===== src/svmc_pkg.sv =====
package svmc_pkg;

  // Register bus
  localparam int          ADDR_W = 4;
  localparam int          DATA_W = 8;

  localparam logic [3:0]  CTRL_OFS      = 4'h0;
  localparam logic [3:0]  LEVEL_SEL_OFS = 4'h1;
  localparam logic [3:0]  IRQ_STAT_OFS  = 4'h2;
  localparam logic [3:0]  IRQ_MASK_OFS  = 4'h3;
  localparam logic [3:0]  STATUS_OFS    = 4'h4;

  // voltage_detect_control fields
  localparam int          CTRL_EN_BIT   = 7;
  localparam int          CTRL_MODE_BIT = 1;
  localparam int          CTRL_FLAG_BIT = 0;
  // voltage_detect_level_select field
  localparam int          LEVEL_BIT     = 0;
  // Interrupt status / mask fields
  localparam int          IRQ_CROSS_BIT = 0;
  localparam int          IRQ_W         = 1;
  // Status register fields
  localparam int          STAT_SETTLED_BIT = 0;
  localparam int          STAT_LOCKED_BIT  = 1;

  localparam logic [7:0]  CTRL_RESET      = 8'h00;
  localparam logic [7:0]  LEVEL_SEL_RESET = 8'h00;
  localparam logic [0:0]  IRQ_MASK_RESET  = 1'h0;

  // Timing
  localparam int          CLK_PERIOD_NS   = 20;
  localparam int          SETTLE_TIME_US  = 200;
  localparam int          SETTLE_CYCLES   =
    (SETTLE_TIME_US * 1000 + CLK_PERIOD_NS - 1) / CLK_PERIOD_NS;
  localparam int          SETTLE_CNT_W    = 16;

  typedef enum logic [2:0]
  {
    MON_OFF      = 3'b001,
    MON_SETTLING = 3'b010,
    MON_ACTIVE   = 3'b100
  } mon_state_t;

endpackage


===== src/svmc_irq_if.sv =====
`timescale 1ns/1ps
interface svmc_irq_if;
  import svmc_pkg::*;

  logic [IRQ_W-1:0] event_set;
  logic             clear_wr;
  logic             mask_wr;
  logic [IRQ_W-1:0] wdata;
  logic [IRQ_W-1:0] status;
  logic [IRQ_W-1:0] mask;
  logic             irq;

  modport ctrl
  (
    output event_set, clear_wr, mask_wr, wdata,
    input  status, mask, irq
  );
  modport unit
  (
    input  event_set, clear_wr, mask_wr, wdata,
    output status, mask, irq
  );
endinterface


===== src/svmc_top.sv =====
`timescale 1ns/1ps
module svmc_top
  import svmc_pkg::*;
#(
  parameter int SETTLE_CYCLES_P = SETTLE_CYCLES
)
(
  input  wire logic              mclk_i,
  input  wire logic              rstn_i,
  input  wire logic [ADDR_W-1:0] addr_i,
  input  wire logic [DATA_W-1:0] wdata_i,
  input  wire logic              wr_i,
  input  wire logic              rd_i,
  output logic      [DATA_W-1:0] rdata_o,
  input  wire logic              supply_low_i,
  output logic                   comparator_enable_o,
  output logic                   level_select_o,
  output logic                   voltage_detect_reset_o,
  output logic                   voltage_detect_irq_o
);

  ////////////////////////////////////////////////////////////////////////////
  // Registers

  logic       detector_enable_bit;
  logic       detector_reset_mode_bit;
  logic       voltage_level_flag;
  logic       level_sel;
  logic       settled;
  logic       flag_prev;
  logic       crossing;
  mon_state_t state;
  mon_state_t next_state;

  svmc_irq_if irq_bus ();

  wire ctrl_wr  = wr_i && (addr_i == CTRL_OFS);
  wire level_wr = wr_i && (addr_i == LEVEL_SEL_OFS);
  // Lock holds until rstn_i, which this block's own reset request never drives
  wire locked   = detector_reset_mode_bit;

  always_ff @(posedge mclk_i or negedge rstn_i)
  begin
    if (!rstn_i)
    begin
      detector_enable_bit     <= CTRL_RESET[CTRL_EN_BIT];
      detector_reset_mode_bit <= CTRL_RESET[CTRL_MODE_BIT];
    end
    else if (ctrl_wr && !locked)
    begin
      detector_enable_bit     <= wdata_i[CTRL_EN_BIT];
      detector_reset_mode_bit <= wdata_i[CTRL_MODE_BIT];
    end
  end

  always_ff @(posedge mclk_i or negedge rstn_i)
  begin
    if (!rstn_i)
      level_sel <= LEVEL_SEL_RESET[LEVEL_BIT];
    else if (level_wr && !locked)
      level_sel <= wdata_i[LEVEL_BIT];
  end

  ////////////////////////////////////////////////////////////////////////////
  // Comparator control and settling

  always_ff @(posedge mclk_i or negedge rstn_i)
  begin
    if (!rstn_i)
    begin
      comparator_enable_o <= 1'b0;
      level_select_o      <= 1'b0;
    end
    else
    begin
      comparator_enable_o <= detector_enable_bit;
      level_select_o      <= level_sel;
    end
  end

  // Comparator output is not trusted until settled
  svmc_settle_timer #(
    .SETTLE_CYCLES_P (SETTLE_CYCLES_P)
  ) u_settle (
    .mclk_i (mclk_i),
    .rstn_i (rstn_i),
    .run_i  (comparator_enable_o),
    .done_o (settled)
  );

  always_comb
  begin
    next_state = state;
    case (state)
      MON_OFF:      if (comparator_enable_o) next_state = MON_SETTLING;
      MON_SETTLING: if (!comparator_enable_o) next_state = MON_OFF;
                    else if (settled) next_state = MON_ACTIVE;
      MON_ACTIVE:   if (!comparator_enable_o) next_state = MON_OFF;
      default:      next_state = MON_OFF;
    endcase
  end

  always_ff @(posedge mclk_i or negedge rstn_i)
  begin
    if (!rstn_i)
      state <= MON_OFF;
    else
      state <= next_state;
  end

  // Flag follows the comparator while enabled
  always_ff @(posedge mclk_i or negedge rstn_i)
  begin
    if (!rstn_i)
      voltage_level_flag <= 1'b0;
    else
      voltage_level_flag <= detector_enable_bit && supply_low_i;
  end

  always_ff @(posedge mclk_i or negedge rstn_i)
  begin
    if (!rstn_i)
      flag_prev <= 1'b0;
    else
      flag_prev <= voltage_level_flag;
  end

  // Switching the detector off is not a supply crossing
  assign crossing = (state == MON_ACTIVE) && detector_enable_bit
                    && (voltage_level_flag != flag_prev);

  ////////////////////////////////////////////////////////////////////////////
  // Detection outcome

  always_ff @(posedge mclk_i or negedge rstn_i)
  begin
    if (!rstn_i)
      voltage_detect_reset_o <= 1'b0;
    else
      voltage_detect_reset_o <= (state == MON_ACTIVE) && detector_reset_mode_bit
                                && voltage_level_flag;
  end

  assign irq_bus.event_set = IRQ_W'(crossing && !detector_reset_mode_bit);
  assign irq_bus.clear_wr  = wr_i && (addr_i == IRQ_STAT_OFS);
  assign irq_bus.mask_wr   = wr_i && (addr_i == IRQ_MASK_OFS);
  assign irq_bus.wdata     = wdata_i[IRQ_W-1:0];

  svmc_irq_unit u_irq (
    .mclk_i (mclk_i),
    .rstn_i (rstn_i),
    .bus    (irq_bus.unit)
  );

  assign voltage_detect_irq_o = irq_bus.irq;

  ////////////////////////////////////////////////////////////////////////////
  // Read path

  always_ff @(posedge mclk_i or negedge rstn_i)
  begin
    if (!rstn_i)
      rdata_o <= '0;
    else if (rd_i)
    begin
      rdata_o <= '0;
      case (addr_i)
        CTRL_OFS:
        begin
          rdata_o[CTRL_EN_BIT]   <= detector_enable_bit;
          rdata_o[CTRL_MODE_BIT] <= detector_reset_mode_bit;
          rdata_o[CTRL_FLAG_BIT] <= voltage_level_flag;
        end
        LEVEL_SEL_OFS: rdata_o[LEVEL_BIT] <= level_sel;
        IRQ_STAT_OFS:  rdata_o[IRQ_W-1:0] <= irq_bus.status;
        IRQ_MASK_OFS:  rdata_o[IRQ_W-1:0] <= irq_bus.mask;
        STATUS_OFS:
        begin
          rdata_o[STAT_SETTLED_BIT] <= settled;
          rdata_o[STAT_LOCKED_BIT]  <= locked;
        end
        default:       rdata_o <= '0;
      endcase
    end
    else
      rdata_o <= '0;
  end

endmodule


===== src/svmc_settle_timer.sv =====
`timescale 1ns/1ps
module svmc_settle_timer
  import svmc_pkg::*;
#(
  parameter int SETTLE_CYCLES_P = SETTLE_CYCLES
)
(
  input  wire logic mclk_i,
  input  wire logic rstn_i,
  input  wire logic run_i,
  output logic      done_o
);

  logic [SETTLE_CNT_W-1:0] count;

  // Restarts whenever the comparator is switched off
  always_ff @(posedge mclk_i or negedge rstn_i)
  begin
    if (!rstn_i)
      count <= '0;
    else if (!run_i)
      count <= '0;
    else if (!done_o)
      count <= count + SETTLE_CNT_W'(1);
  end

  always_ff @(posedge mclk_i or negedge rstn_i)
  begin
    if (!rstn_i)
      done_o <= 1'b0;
    else
      done_o <= run_i && (done_o || (count >= SETTLE_CNT_W'(SETTLE_CYCLES_P - 1)));
  end

endmodule


===== src/svmc_irq_unit.sv =====
`timescale 1ns/1ps
module svmc_irq_unit
  import svmc_pkg::*;
(
  input  wire logic mclk_i,
  input  wire logic rstn_i,
  svmc_irq_if.unit  bus
);

  // Set wins over a simultaneous write-one-to-clear
  always_ff @(posedge mclk_i or negedge rstn_i)
  begin
    if (!rstn_i)
      bus.status <= '0;
    else
      bus.status <= (bus.status & ~(bus.clear_wr ? bus.wdata : '0)) | bus.event_set;
  end

  always_ff @(posedge mclk_i or negedge rstn_i)
  begin
    if (!rstn_i)
      bus.mask <= IRQ_MASK_RESET;
    else if (bus.mask_wr)
      bus.mask <= bus.wdata;
  end

  always_ff @(posedge mclk_i or negedge rstn_i)
  begin
    if (!rstn_i)
      bus.irq <= 1'b0;
    else
      bus.irq <= |(bus.status & bus.mask);
  end

endmodule


===== config.mk =====
export PLATFORM = sky130hd
export DESIGN_NAME = svmc_top
export DESIGN_NICKNAME = d
export VERILOG_FILES = /design/src/svmc_pkg.sv /design/src/svmc_irq_if.sv /design/src/svmc_top.sv /design/src/svmc_settle_timer.sv /design/src/svmc_irq_unit.sv
export SDC_FILE = /design/constraint.sdc
export NUM_CORES = 1
export LEC_CHECK = 0
export ABC_AREA = 1
export ABC_CLOCK_PERIOD_IN_PS = 1600
export BUFFER_PORTS_ARGS = -buffer_cell sky130_fd_sc_hd__buf_2
export CAP_MARGIN = 10
export CELL_PAD_IN_SITES_DETAIL_PLACEMENT = 1
export CELL_PAD_IN_SITES_GLOBAL_PLACEMENT = 2
export CORE_MARGIN = 5
export CORE_UTILIZATION = 32
export DETAILED_ROUTE_END_ITERATION = 7
export GPL_TIMING_DRIVEN = 0
export PLACE_DENSITY = 0.82
export SYNTH_ARGS = -nofsm -noshare
export SYNTH_HDL_FRONTEND = slang
export SYNTH_HIERARCHICAL = 1
export SYNTH_SLANG_ARGS = --single-unit

===== constraint.sdc =====
create_clock -name mclk_i -period 1.6 [get_ports mclk_i]
set_clock_uncertainty 0.2 [all_clocks]
set_input_delay 0.4 -clock mclk_i [delete_from_list [all_inputs] [get_ports mclk_i]]
set_output_delay 0.4 -clock mclk_i [all_outputs]
set_load 0.005 [all_outputs]

==> results of run 1 <==
## logic make-up after synthesis
group,count (synthesis)
AOI/OAI and AO/OA,22
xor gates and xnor gates,1
adders and majority gates,1
buffers and inverters,42
DFF,34
other,1
and+or+nand+nor,129
## power groups by stage
stage	combinational (W)	sequential (W)	clock (W)
finish	0.0000974	0.000893	0.000675
global route	0.000114	0.000897	0.000764
CTS	0.000101	0.000894	0.000708
detailed placement	0.000100	0.000910	0
global placement	0.0000979	0.000911	0
floorplan	0.0000436	0.000909	0
## flip-flops by register name, summed over array words and instances (netlist names)
| signal | cells |
|---|---|
| rdata_o | 3 |
| flag_prev | 1 |
| voltage_detect_reset_o | 1 |
| u_settle/done_o | 1 |
| detector_enable_bit | 1 |
| u_settle/count | 16 |
| state | 3 |
| level_select_o | 1 |
| u_irq/bus.mask | 1 |
| voltage_level_flag | 1 |
| u_irq/bus.status | 1 |
| detector_reset_mode_bit | 1 |
| level_sel | 1 |
| u_irq/bus.irq | 1 |
| comparator_enable_o | 1 |
## cell type report
cell class	count	share of cell area [%]
sequential	34	39.3
multi-input combinational	158	37.0
timing repair buffer	25	6.57
inverter	35	6.23
tap	72	4.15
clock buffer	7	3.98
buffer	7	2.48
clock inverter	1	0.231
## how the worst max path moves through the flow
stage          slack, ns                   to  cells past startpoint
2_1_floorplan       0.21   u_settle/count[11]                      9
3_3_place_gp        0.05   u_settle/count[14]                      8
3_5_place_dp        0.01   u_settle/count[14]                      9
4_1_cts             0.02   u_settle/count[14]                      9
5_1_grt            -0.01  comparator_enable_o                      2
6_report            0.04  comparator_enable_o                      2
## synth_stat cells (2+ instances only)
cell | n | area share [%]
nand3_1 | 16 | 4.5
inv_1 | 30 | 6.3
nand4_1 | 4 | 1.4
o21ai_1 | 4 | 1.1
nor3b_1 | 2 | 0.83
nor2_2 | 2 | 0.70
dfrtp_1 | 33 | 46
inv_2 | 3 | 0.63
nor3_1 | 3 | 0.83
nor4_1 | 4 | 1.4
a21oi_1 | 7 | 1.9
nor2_4 | 5 | 3.1
o21ai_0 | 6 | 1.7
buf_4 | 5 | 2.1
nand2_1 | 52 | 11
o31ai_1 | 2 | 0.83
nand2_2 | 2 | 0.70
nand2_4 | 2 | 1.3
nor2_1 | 36 | 7.5
## repair_timing
action | CTS | global route
resized for setup | 0 | 8
buffers inserted | 2 | 5
setup endpoints to repair | 1 | 10
pin swaps | 1 | 3
## routing by layer
layer	share of wire (%)	global-route usage, %
met3	4.0	4.17
met4	0.97	3.88
met5	0	0
met1	45	15.0
met2	50	23.6
## layout by cell type (no fill, tap or decap), drive strengths merged, types with 2 or more instances in the layout
cell,netlist,final
inv,34,34
o21ai,10,10
nand2,56,56
dfrtp,33,33
clkbuf,0,7
nand3,16,16
conb,1,5
buf,7,32
nand4,5,5
nor3,3,3
nor4,4,4
o31ai,2,2
a21oi,7,7
clkinv,1,2
nor3b,2,2
nor2,43,43
## per-stage QoR
step / power [W] / worst slack, ns / cell area (um^2) / hold WS, ns / utilization [%]
2_1_floorplan: 0.000953 / 0.210 / 1810 / -0.0956 / -
3_3_place_gp: 0.00101 / 0.0517 / 1990 / 0.188 / 36.4
3_5_place_dp: 0.00101 / 0.0102 / 1990 / 0.188 / 36.4
4_1_cts: 0.00170 / 0.0234 / 2100 / 0.0302 / 38.4
5_1_grt: 0.00178 / -0.0138 / 2170 / 0.0712 / 39.6
6_report: 0.00167 / 0.0442 / 2170 / 0.000484 / 39.6
## critical path: cells and delay by family (launching register included)
kind / cells / cell delay, ns
flip-flops: 1 / 0.41
buffers and inverters: 2 / 0.25
==> out/results.ini, run 1 <==
[status]
status=completed

[pwr]
clkPwrFrac_pct=40.5
comb_power_share_pct=5.8
leakage_nw=1.12
p_switching_w=0.000400
pwr-share-seq_pct=53.6
vdd_drop_max_uv=366
p_int_w=0.00127
p_per_area_nw_per_um2=768
swShare_pct=24.0

[sta]
maxSlewViolCount=0
slew_headroom_pct=46.4
min_period_ns=1.56
hold_viol=0
tightest_slew_ns=0.804
timing.fmax_ghz=0.643
finalCritPeriodShare_pct=97.2
setup_viol=0
fin_setup_tns_ns=0

[place]
portBuffers=18
dp.cells=324
gp_congestion=0.734
dpl.hpwl_um=3140

[grt]
antenna_found_initial=0
grtUsageTotal_pct=13.2
grt_pass1_wl_um=7600
grt_max_degree=35
grt_remaining_overflow=0
grt_pass1_vias=1702

[logic_synthesis]
synthCells=230
synth_compound_area_share_pct=6.96
synth_ff_type=dfrtp_1
synth_adder_area_share_pct=0.696
async_flop_share_pct=100
synth_top_family_by_area=simple AND/OR/NAND/NOR gates
ys_ff_latch=34
synth_edf_count=0
avgSynthCellArea_um2=7.82
netlist_area_um2=1800
synthXorXnorAreaFrac_pct=0.487
synth-simple-area-share_pct=33.8
synthDistinctLibCells=31
ys_seq_area_share_pct=47.4
yosys_warnings=6
synthMuxAreaShare_pct=0

[floorplanning]
initial_utilization_pct=32.9
rows=27
num_io_pins=29
die_y_um=85.0
coreArea_um2=5470
die_width_um=85.0
die-area_um2=7220

[clock_tree]
cts_made_buffers=5
clockRootBuffer=clkbuf_8
cts_max_path_buffers=2
clk_latency_ns=0.29
htreeDepth=2
cts_tree=done
holdBufCountCts=0
clock_sinks=34
clkSlewWorstSetupHoldPaths_ns=0.07

[min_path]
min_path_type=in -> async

[cells_and_area]
num_antenna_cells=0
final_nets=284
stdcell_count=339
multi_input_area_um2=803
area_growth_pct=20.7
drive_above_1_share_pct=24.0
fillers=706
seq_area_um2=853

[detailed_routing]
first_pass_iters=4
drt_wl_total_um=4250
drc=0
via_count=1549
drtIter0Drc=33
ant_nets=0
vias_per_cell=4.57
avgRoutedWirePerCell_um=12.5

[critical_path]
r2r_cells=7
reg2reg_to=u_settle/count[6]
cp.arrival_ns=0.96
crit_required_ns=1.00
max_stage_delay_ns=0.41
reg2reg_slack_ns=0.14
path_max_fanout=3
cp-startpoint=comparator_enable_o
setup.worst_path.class=reg -> out
reg2reg_from=u_settle/count[1]
crit_path_end_kind=output pin
cp_slowest_cell=dfrtp_1
startpoint_type=flip-flop
cp_cell_sequence=buf_4 > buf_2

[job]
maxCapViolCount=0

(Power assumes the default switching activity.)
==> run 2, diff against run 1 <==
--- a/config.mk
+++ b/config.mk
@@ -6,16 +6,16 @@
 export NUM_CORES = 1
 export LEC_CHECK = 0
 export ABC_AREA = 1
-export ABC_CLOCK_PERIOD_IN_PS = 1600
+export ABC_CLOCK_PERIOD_IN_PS = 1500
 export BUFFER_PORTS_ARGS = -buffer_cell sky130_fd_sc_hd__buf_2
 export CAP_MARGIN = 10
 export CELL_PAD_IN_SITES_DETAIL_PLACEMENT = 1
 export CELL_PAD_IN_SITES_GLOBAL_PLACEMENT = 2
 export CORE_MARGIN = 5
-export CORE_UTILIZATION = 32
+export CORE_UTILIZATION = 25
 export DETAILED_ROUTE_END_ITERATION = 7
 export GPL_TIMING_DRIVEN = 0
-export PLACE_DENSITY = 0.82
+export PLACE_DENSITY = 0.67
 export SYNTH_ARGS = -nofsm -noshare
 export SYNTH_HDL_FRONTEND = slang
 export SYNTH_HIERARCHICAL = 1
==> constraint.sdc (replaced) <==
create_clock -name mclk_i -period 1.5 [get_ports mclk_i]
set_clock_uncertainty 0.2 [all_clocks]
set_input_delay 0.375 -clock mclk_i [delete_from_list [all_inputs] [get_ports mclk_i]]
set_output_delay 0.375 -clock mclk_i [all_outputs]
set_load 0.005 [all_outputs]
==> run 2 against run 1 <==
Net effect:
- the run now ends with negative hold slack, negative setup slack left
- clock power is 6.7% higher
- design area is 4.1% higher
- combinational power is 7% higher
- sequential power is 6.8% higher
- routed wire length is 6.1% higher
==> out/results.ini, run 2 (synthesis results as in run 1) <==
[critical_path]
crit_required_ns=0.92
crit_end=comparator_enable_o
path_max_fanout=4
cp-startpoint=comparator_enable_o
crit_path_end_kind=output pin
setup.worst_path.class=reg -> out
startpoint_type=flip-flop
reg2reg_from=u_settle/count[1]
reg2reg_slack_ns=0.02
cp.arrival_ns=0.97
r2r_cells=9
reg2reg_to=u_settle/count[14]

[place]
portBuffers=18
dpl.hpwl_um=3270
dp.cells=351
dpl_cell_area_um2=2030
preCtsSetupSlack_ns=-0.0731
gp_congestion=0.733

[status]
violations=negative hold slack, negative setup slack
status=finished, violations left

[clock_tree]
cts_made_buffers=5
clockRootBuffer=clkbuf_8
clkSlewWorstSetupHoldPaths_ns=0.07
holdBufCountCts=0
htreeDepth=2
clk_latency_ns=0.28
cts_max_path_buffers=2
clock_sinks=34
cts_tree=done

[sta]
hold_viol=33
tightest_slew_ns=0.812
timing.fmax_ghz=0.646
whs_ns=-0.0185
min_period_ns=1.55
slew_headroom_pct=45.8
setup_ws_ns=-0.0471
finalCritPeriodShare_pct=103
maxSlewViolCount=0
setup_viol=1
rsz0062_at_grt=true
fin_setup_tns_ns=-0.0471

[floorplanning]
rows=31
die-area_um2=8990
die_width_um=94.8
coreArea_um2=7140
num_io_pins=29
die_y_um=94.8
initial_utilization_pct=25.2

[cells_and_area]
final_cell_mix=nand2_1 (49), nor2_1 (33), dfrtp_1 (32)
num_antenna_cells=0
largest_register_ffs=16
final_nets=288
drive_above_1_share_pct=27.7
fillers=886
finalInstanceArea_um2=2260
stdcell_count=370
reg.largest.list=u_settle/count x16, rdata_o x3, state x3
multi_input_area_um2=820
seq_area_um2=853
layout_commonest_cell=nand2_1
area_growth_pct=25.6
largest_register=u_settle/count

[min_path]
min_path_type=in -> async

[detailed_routing]
vias_per_cell=4.21
drtIter0Drc=22
ant_nets=0
avgRoutedWirePerCell_um=12.2
drc=0
via_count=1559
first_pass_iters=4
drt_wl_total_um=4510

[job]
maxCapViolCount=0

[pwr]
vdd_drop_max_uv=393
p_per_area_nw_per_um2=787
leakage_nw=1.13

[grt]
use_met2_pct=18.7
grt_pass1_wl_um=7760
grt_use_met1_pct=13.9
grt_remaining_overflow=0
grt_pass1_vias=1671
grtUsageTotal_pct=11.1
grt_most_used_layer=met2
grt_max_degree=35
use_met3_pct=3.11
antenna_found_initial=0

==> run 2: worst min path at each step <==
stage | from | end | slack [ns] | depth (start not counted)
floorplan | rstn_i | comparator_enable_o | -0.12 | 0
global placement | detector_enable_bit | comparator_enable_o | 0.20 | 0
detailed placement | detector_enable_bit | comparator_enable_o | 0.19 | 0
CTS | rstn_i | u_settle/count[12] | 0.01 | 1
global route | rstn_i | u_settle/count[12] | 0.05 | 1
finish | rstn_i | u_settle/count[11] | -0.02 | 1
==> run 2: metrics by stage <==
| step | power, W | util (%) |
|---|---|---|
| floorplan | 0.00102 | - |
| global placement | 0.00108 | 28.4 |
| detailed placement | 0.00108 | 28.4 |
| CTS | 0.00182 | 30.6 |
| global route | 0.00188 | 31.6 |
| finish | 0.00178 | 31.6 |
==> run 2: report_power, final <==
| part | internal (W) | total (W) | switching [W] |
|---|---|---|---|
| Combinational | 0.0000399 | 0.000104 | 0.0000644 |
| Sequential | 0.000939 | 0.000954 | 0.0000144 |
| Clock | 0.000369 | 0.000720 | 0.000351 |
| Total | 0.00135 | 0.00178 | 0.000430 |
==> run 2: area by class of cell <==
cell class | count | area share [%]
Tap cell | 99 | 5.48
Inverter | 35 | 6.20
Multi-Input combinational cell | 158 | 36.3
Clock inverter | 2 | 0.554
Clock buffer | 6 | 3.66
Sequential cell | 34 | 37.8
Buffer | 7 | 2.38
Timing Repair Buffer | 29 | 7.65
==> run 2: what timing repair did <==
item	4_1_cts	5_1_grt
setup buffers	6	5
setup endpoints to repair	8	12
pin swaps	3	6
gates resized for setup	5	13
gates cloned	0	0
==> run 2: per-layer routing <==
metal,vias to the layer above,routed length (um)
met2,23,2130
met5,-,0
li1,797,-
met3,4,160
met4,0,40
met1,735,2180
==> run 2: critical path, cell delays in order (launching register included) <==
cell and delay, ns:
dfrtp_1 0.42, buf_4 0.15, buf_2 0.12
==> run 3, diff against run 2 <==
--- a/config.mk
+++ b/config.mk
@@ -15,7 +15,7 @@
 export CORE_UTILIZATION = 25
 export DETAILED_ROUTE_END_ITERATION = 7
 export GPL_TIMING_DRIVEN = 0
-export PLACE_DENSITY = 0.67
+export PLACE_DENSITY_LB_ADDON = 0.1
 export SYNTH_ARGS = -nofsm -noshare
 export SYNTH_HDL_FRONTEND = slang
 export SYNTH_HIERARCHICAL = 1
==> run 3 against run 2 <==
Net effect:
- die area unchanged
- combinational power about the same
- the run still ends with negative hold slack, negative setup slack left
- design area up 2.9%
- critical path depth unchanged
- power up 6.0%
- worst setup slack better by 0.037 ns
- global-route usage up 0.81 points
- sequential share of layout area down 0.95 points
- critical endpoint unchanged
- clock-buffer cell count up 2
- clock power up 15%
- core utilization up 0.91 points
==> out/results.ini, run 3 (synthesis results as in run 1) <==
[critical_path]
reg2reg_from=u_settle/count[0]
cp_top_family=flip-flops
cp.arrival_ns=0.94
cpMostUsedCell=buf_6
setup.worst_path.class=reg -> out
path_buf_inv=2
cp-startpoint=comparator_enable_o
cp_cell_sequence=buf_6 > buf_6
max_stage_delay_ns=0.42
startpoint_type=flip-flop
crit_path_end_kind=output pin
crit_required_ns=0.92
path_max_fanout=3
cp_slowest_cell=dfrtp_1

[cells_and_area]
final_cell_mix=nand2_1 (47), nor2_1 (33), inv_1 (30), dfrtp_1 (30), buf_2 (18)
drive_above_1_share_pct=28.5
largest_register_ffs=16
num_antenna_cells=0
finalInstanceArea_um2=2320
area_growth_pct=29.2
largest_register=u_settle/count
layout_commonest_cell=nand2_1
final_nets=291
reg.largest.list=u_settle/count x16, rdata_o x3, state x3
post-route-util_pct=32.6

[floorplanning]
num_io_pins=29
coreArea_um2=7140
die-area_um2=8990
die_y_um=94.8
die_width_um=94.8
rows=31
initial_utilization_pct=25.2

[sta]
fin_setup_tns_ns=-0.0102
slew_headroom_pct=46.1
maxSlewViolCount=0
min_period_ns=1.51
timing.fmax_ghz=0.662
setup_viol=1
hold_viol=33
setup_ws_ns=-0.0102
finalCritPeriodShare_pct=101
whs_ns=-0.0377
rsz0062_at_grt=true
tightest_slew_ns=0.808

[detailed_routing]
drt_wl_total_um=4710
vias_per_cell=4.27
avgRoutedWirePerCell_um=12.6
drc=0
via_count=1594
ant_nets=0
first_pass_iters=4
drtIter0Drc=41

[grt]
grtUsageTotal_pct=11.9
grt_max_degree=35
grt_pass1_wl_um=8210
grt_pass1_vias=1716
antenna_found_initial=0
grt_remaining_overflow=0

[clock_tree]
holdBufCountCts=0
cts_tree=done
htreeDepth=2
cts_max_path_buffers=2
clockRootBuffer=clkbuf_8
cts_made_buffers=5
clkSlewWorstSetupHoldPaths_ns=0.08
clk_latency_ns=0.29
clock_sinks=34

[pwr]
p_switching_w=0.000441
p_per_area_nw_per_um2=811
clkPwrFrac_pct=43.8
pwr-share-seq_pct=50.7
leakage_nw=1.16
vdd_drop_max_uv=285
swShare_pct=23.4
p_int_w=0.00144
comb_power_share_pct=5.5

[place]
dpl_cell_area_um2=2030
preCtsSetupSlack_ns=-0.111
dpl.hpwl_um=3450
portBuffers=18
gp_congestion=0.740

[status]
violations=negative hold slack, negative setup slack
status=finished, violations left

[min_path]
min_path_type=in -> async

[job]
maxCapViolCount=0

[run 3: cell count changes in the layout (fill, tap and decap cells not counted), moves of 2 or more]
cell / change
dfrtp_1: -2
clkbuf_8: +2
o21ai_2: -2
nand2_1: -2
dfrtp_2: +2
buf_6: +3
[run 3: stage by stage]
stage | instances | power [W]
detailed placement | 351 | 0.00108
global placement | 351 | 0.00108
finish | 373 | 0.00188
CTS | 366 | 0.00192
global route | 373 | 0.00198
floorplan | 234 | 0.00102
[run 3: timing repair]
action                                  4_1_cts  5_1_grt
buffers inserted                              7        7
pin swaps                                     1        5
endpoints found under the setup margin        9       14
gates resized for setup                      10       14
[run 3: routing by layer]
layer	routed length, um	share of wire (%)	GRT usage [%]
met5	0	0	0
met4	72	1.5	4.33
met3	140	3.0	2.79
met2	2310	49	20.7
met1	2190	46	14.2
[run 3: final cells by class]
| type | count | area [um^2] |
|---|---|---|
| Sequential cell | 34 | 856 |
| Tap cell | 99 | 124 |
| Inverter | 35 | 143 |
| Timing Repair Buffer | 32 | 209 |
| Clock buffer | 8 | 110 |
| Multi-Input combinational cell | 158 | 828 |
| Buffer | 7 | 53.8 |
| Fill cell | 905 | 4810 |
[run 3: power by group through the flow]
stage / Sequential, W / Combinational (W) / Clock (W)
after detailed placement: 0.000973 / 0.000108 / 0
final: 0.000955 / 0.000104 / 0.000826
after CTS: 0.000955 / 0.000108 / 0.000856
after global placement: 0.000973 / 0.000108 / 0
after floorplan: 0.000970 / 0.0000465 / 0
after global routing: 0.000958 / 0.000123 / 0.000895
[run 3: final timing paths]
kind / to / depth (start not counted) / slack [ns]
worst max-delay path: comparator_enable_o / 2 / -0.01
worst min-delay path: u_settle/count[8] / 1 / -0.04
worst max register to register: u_settle/count[5] / 7 / 0.04
worst min register to register: comparator_enable_o / 0 / 0.20
max in group asynchronous: u_settle/done_o / 1 / 0.56
min in group mclk_i: voltage_level_flag / 3 / 0.08
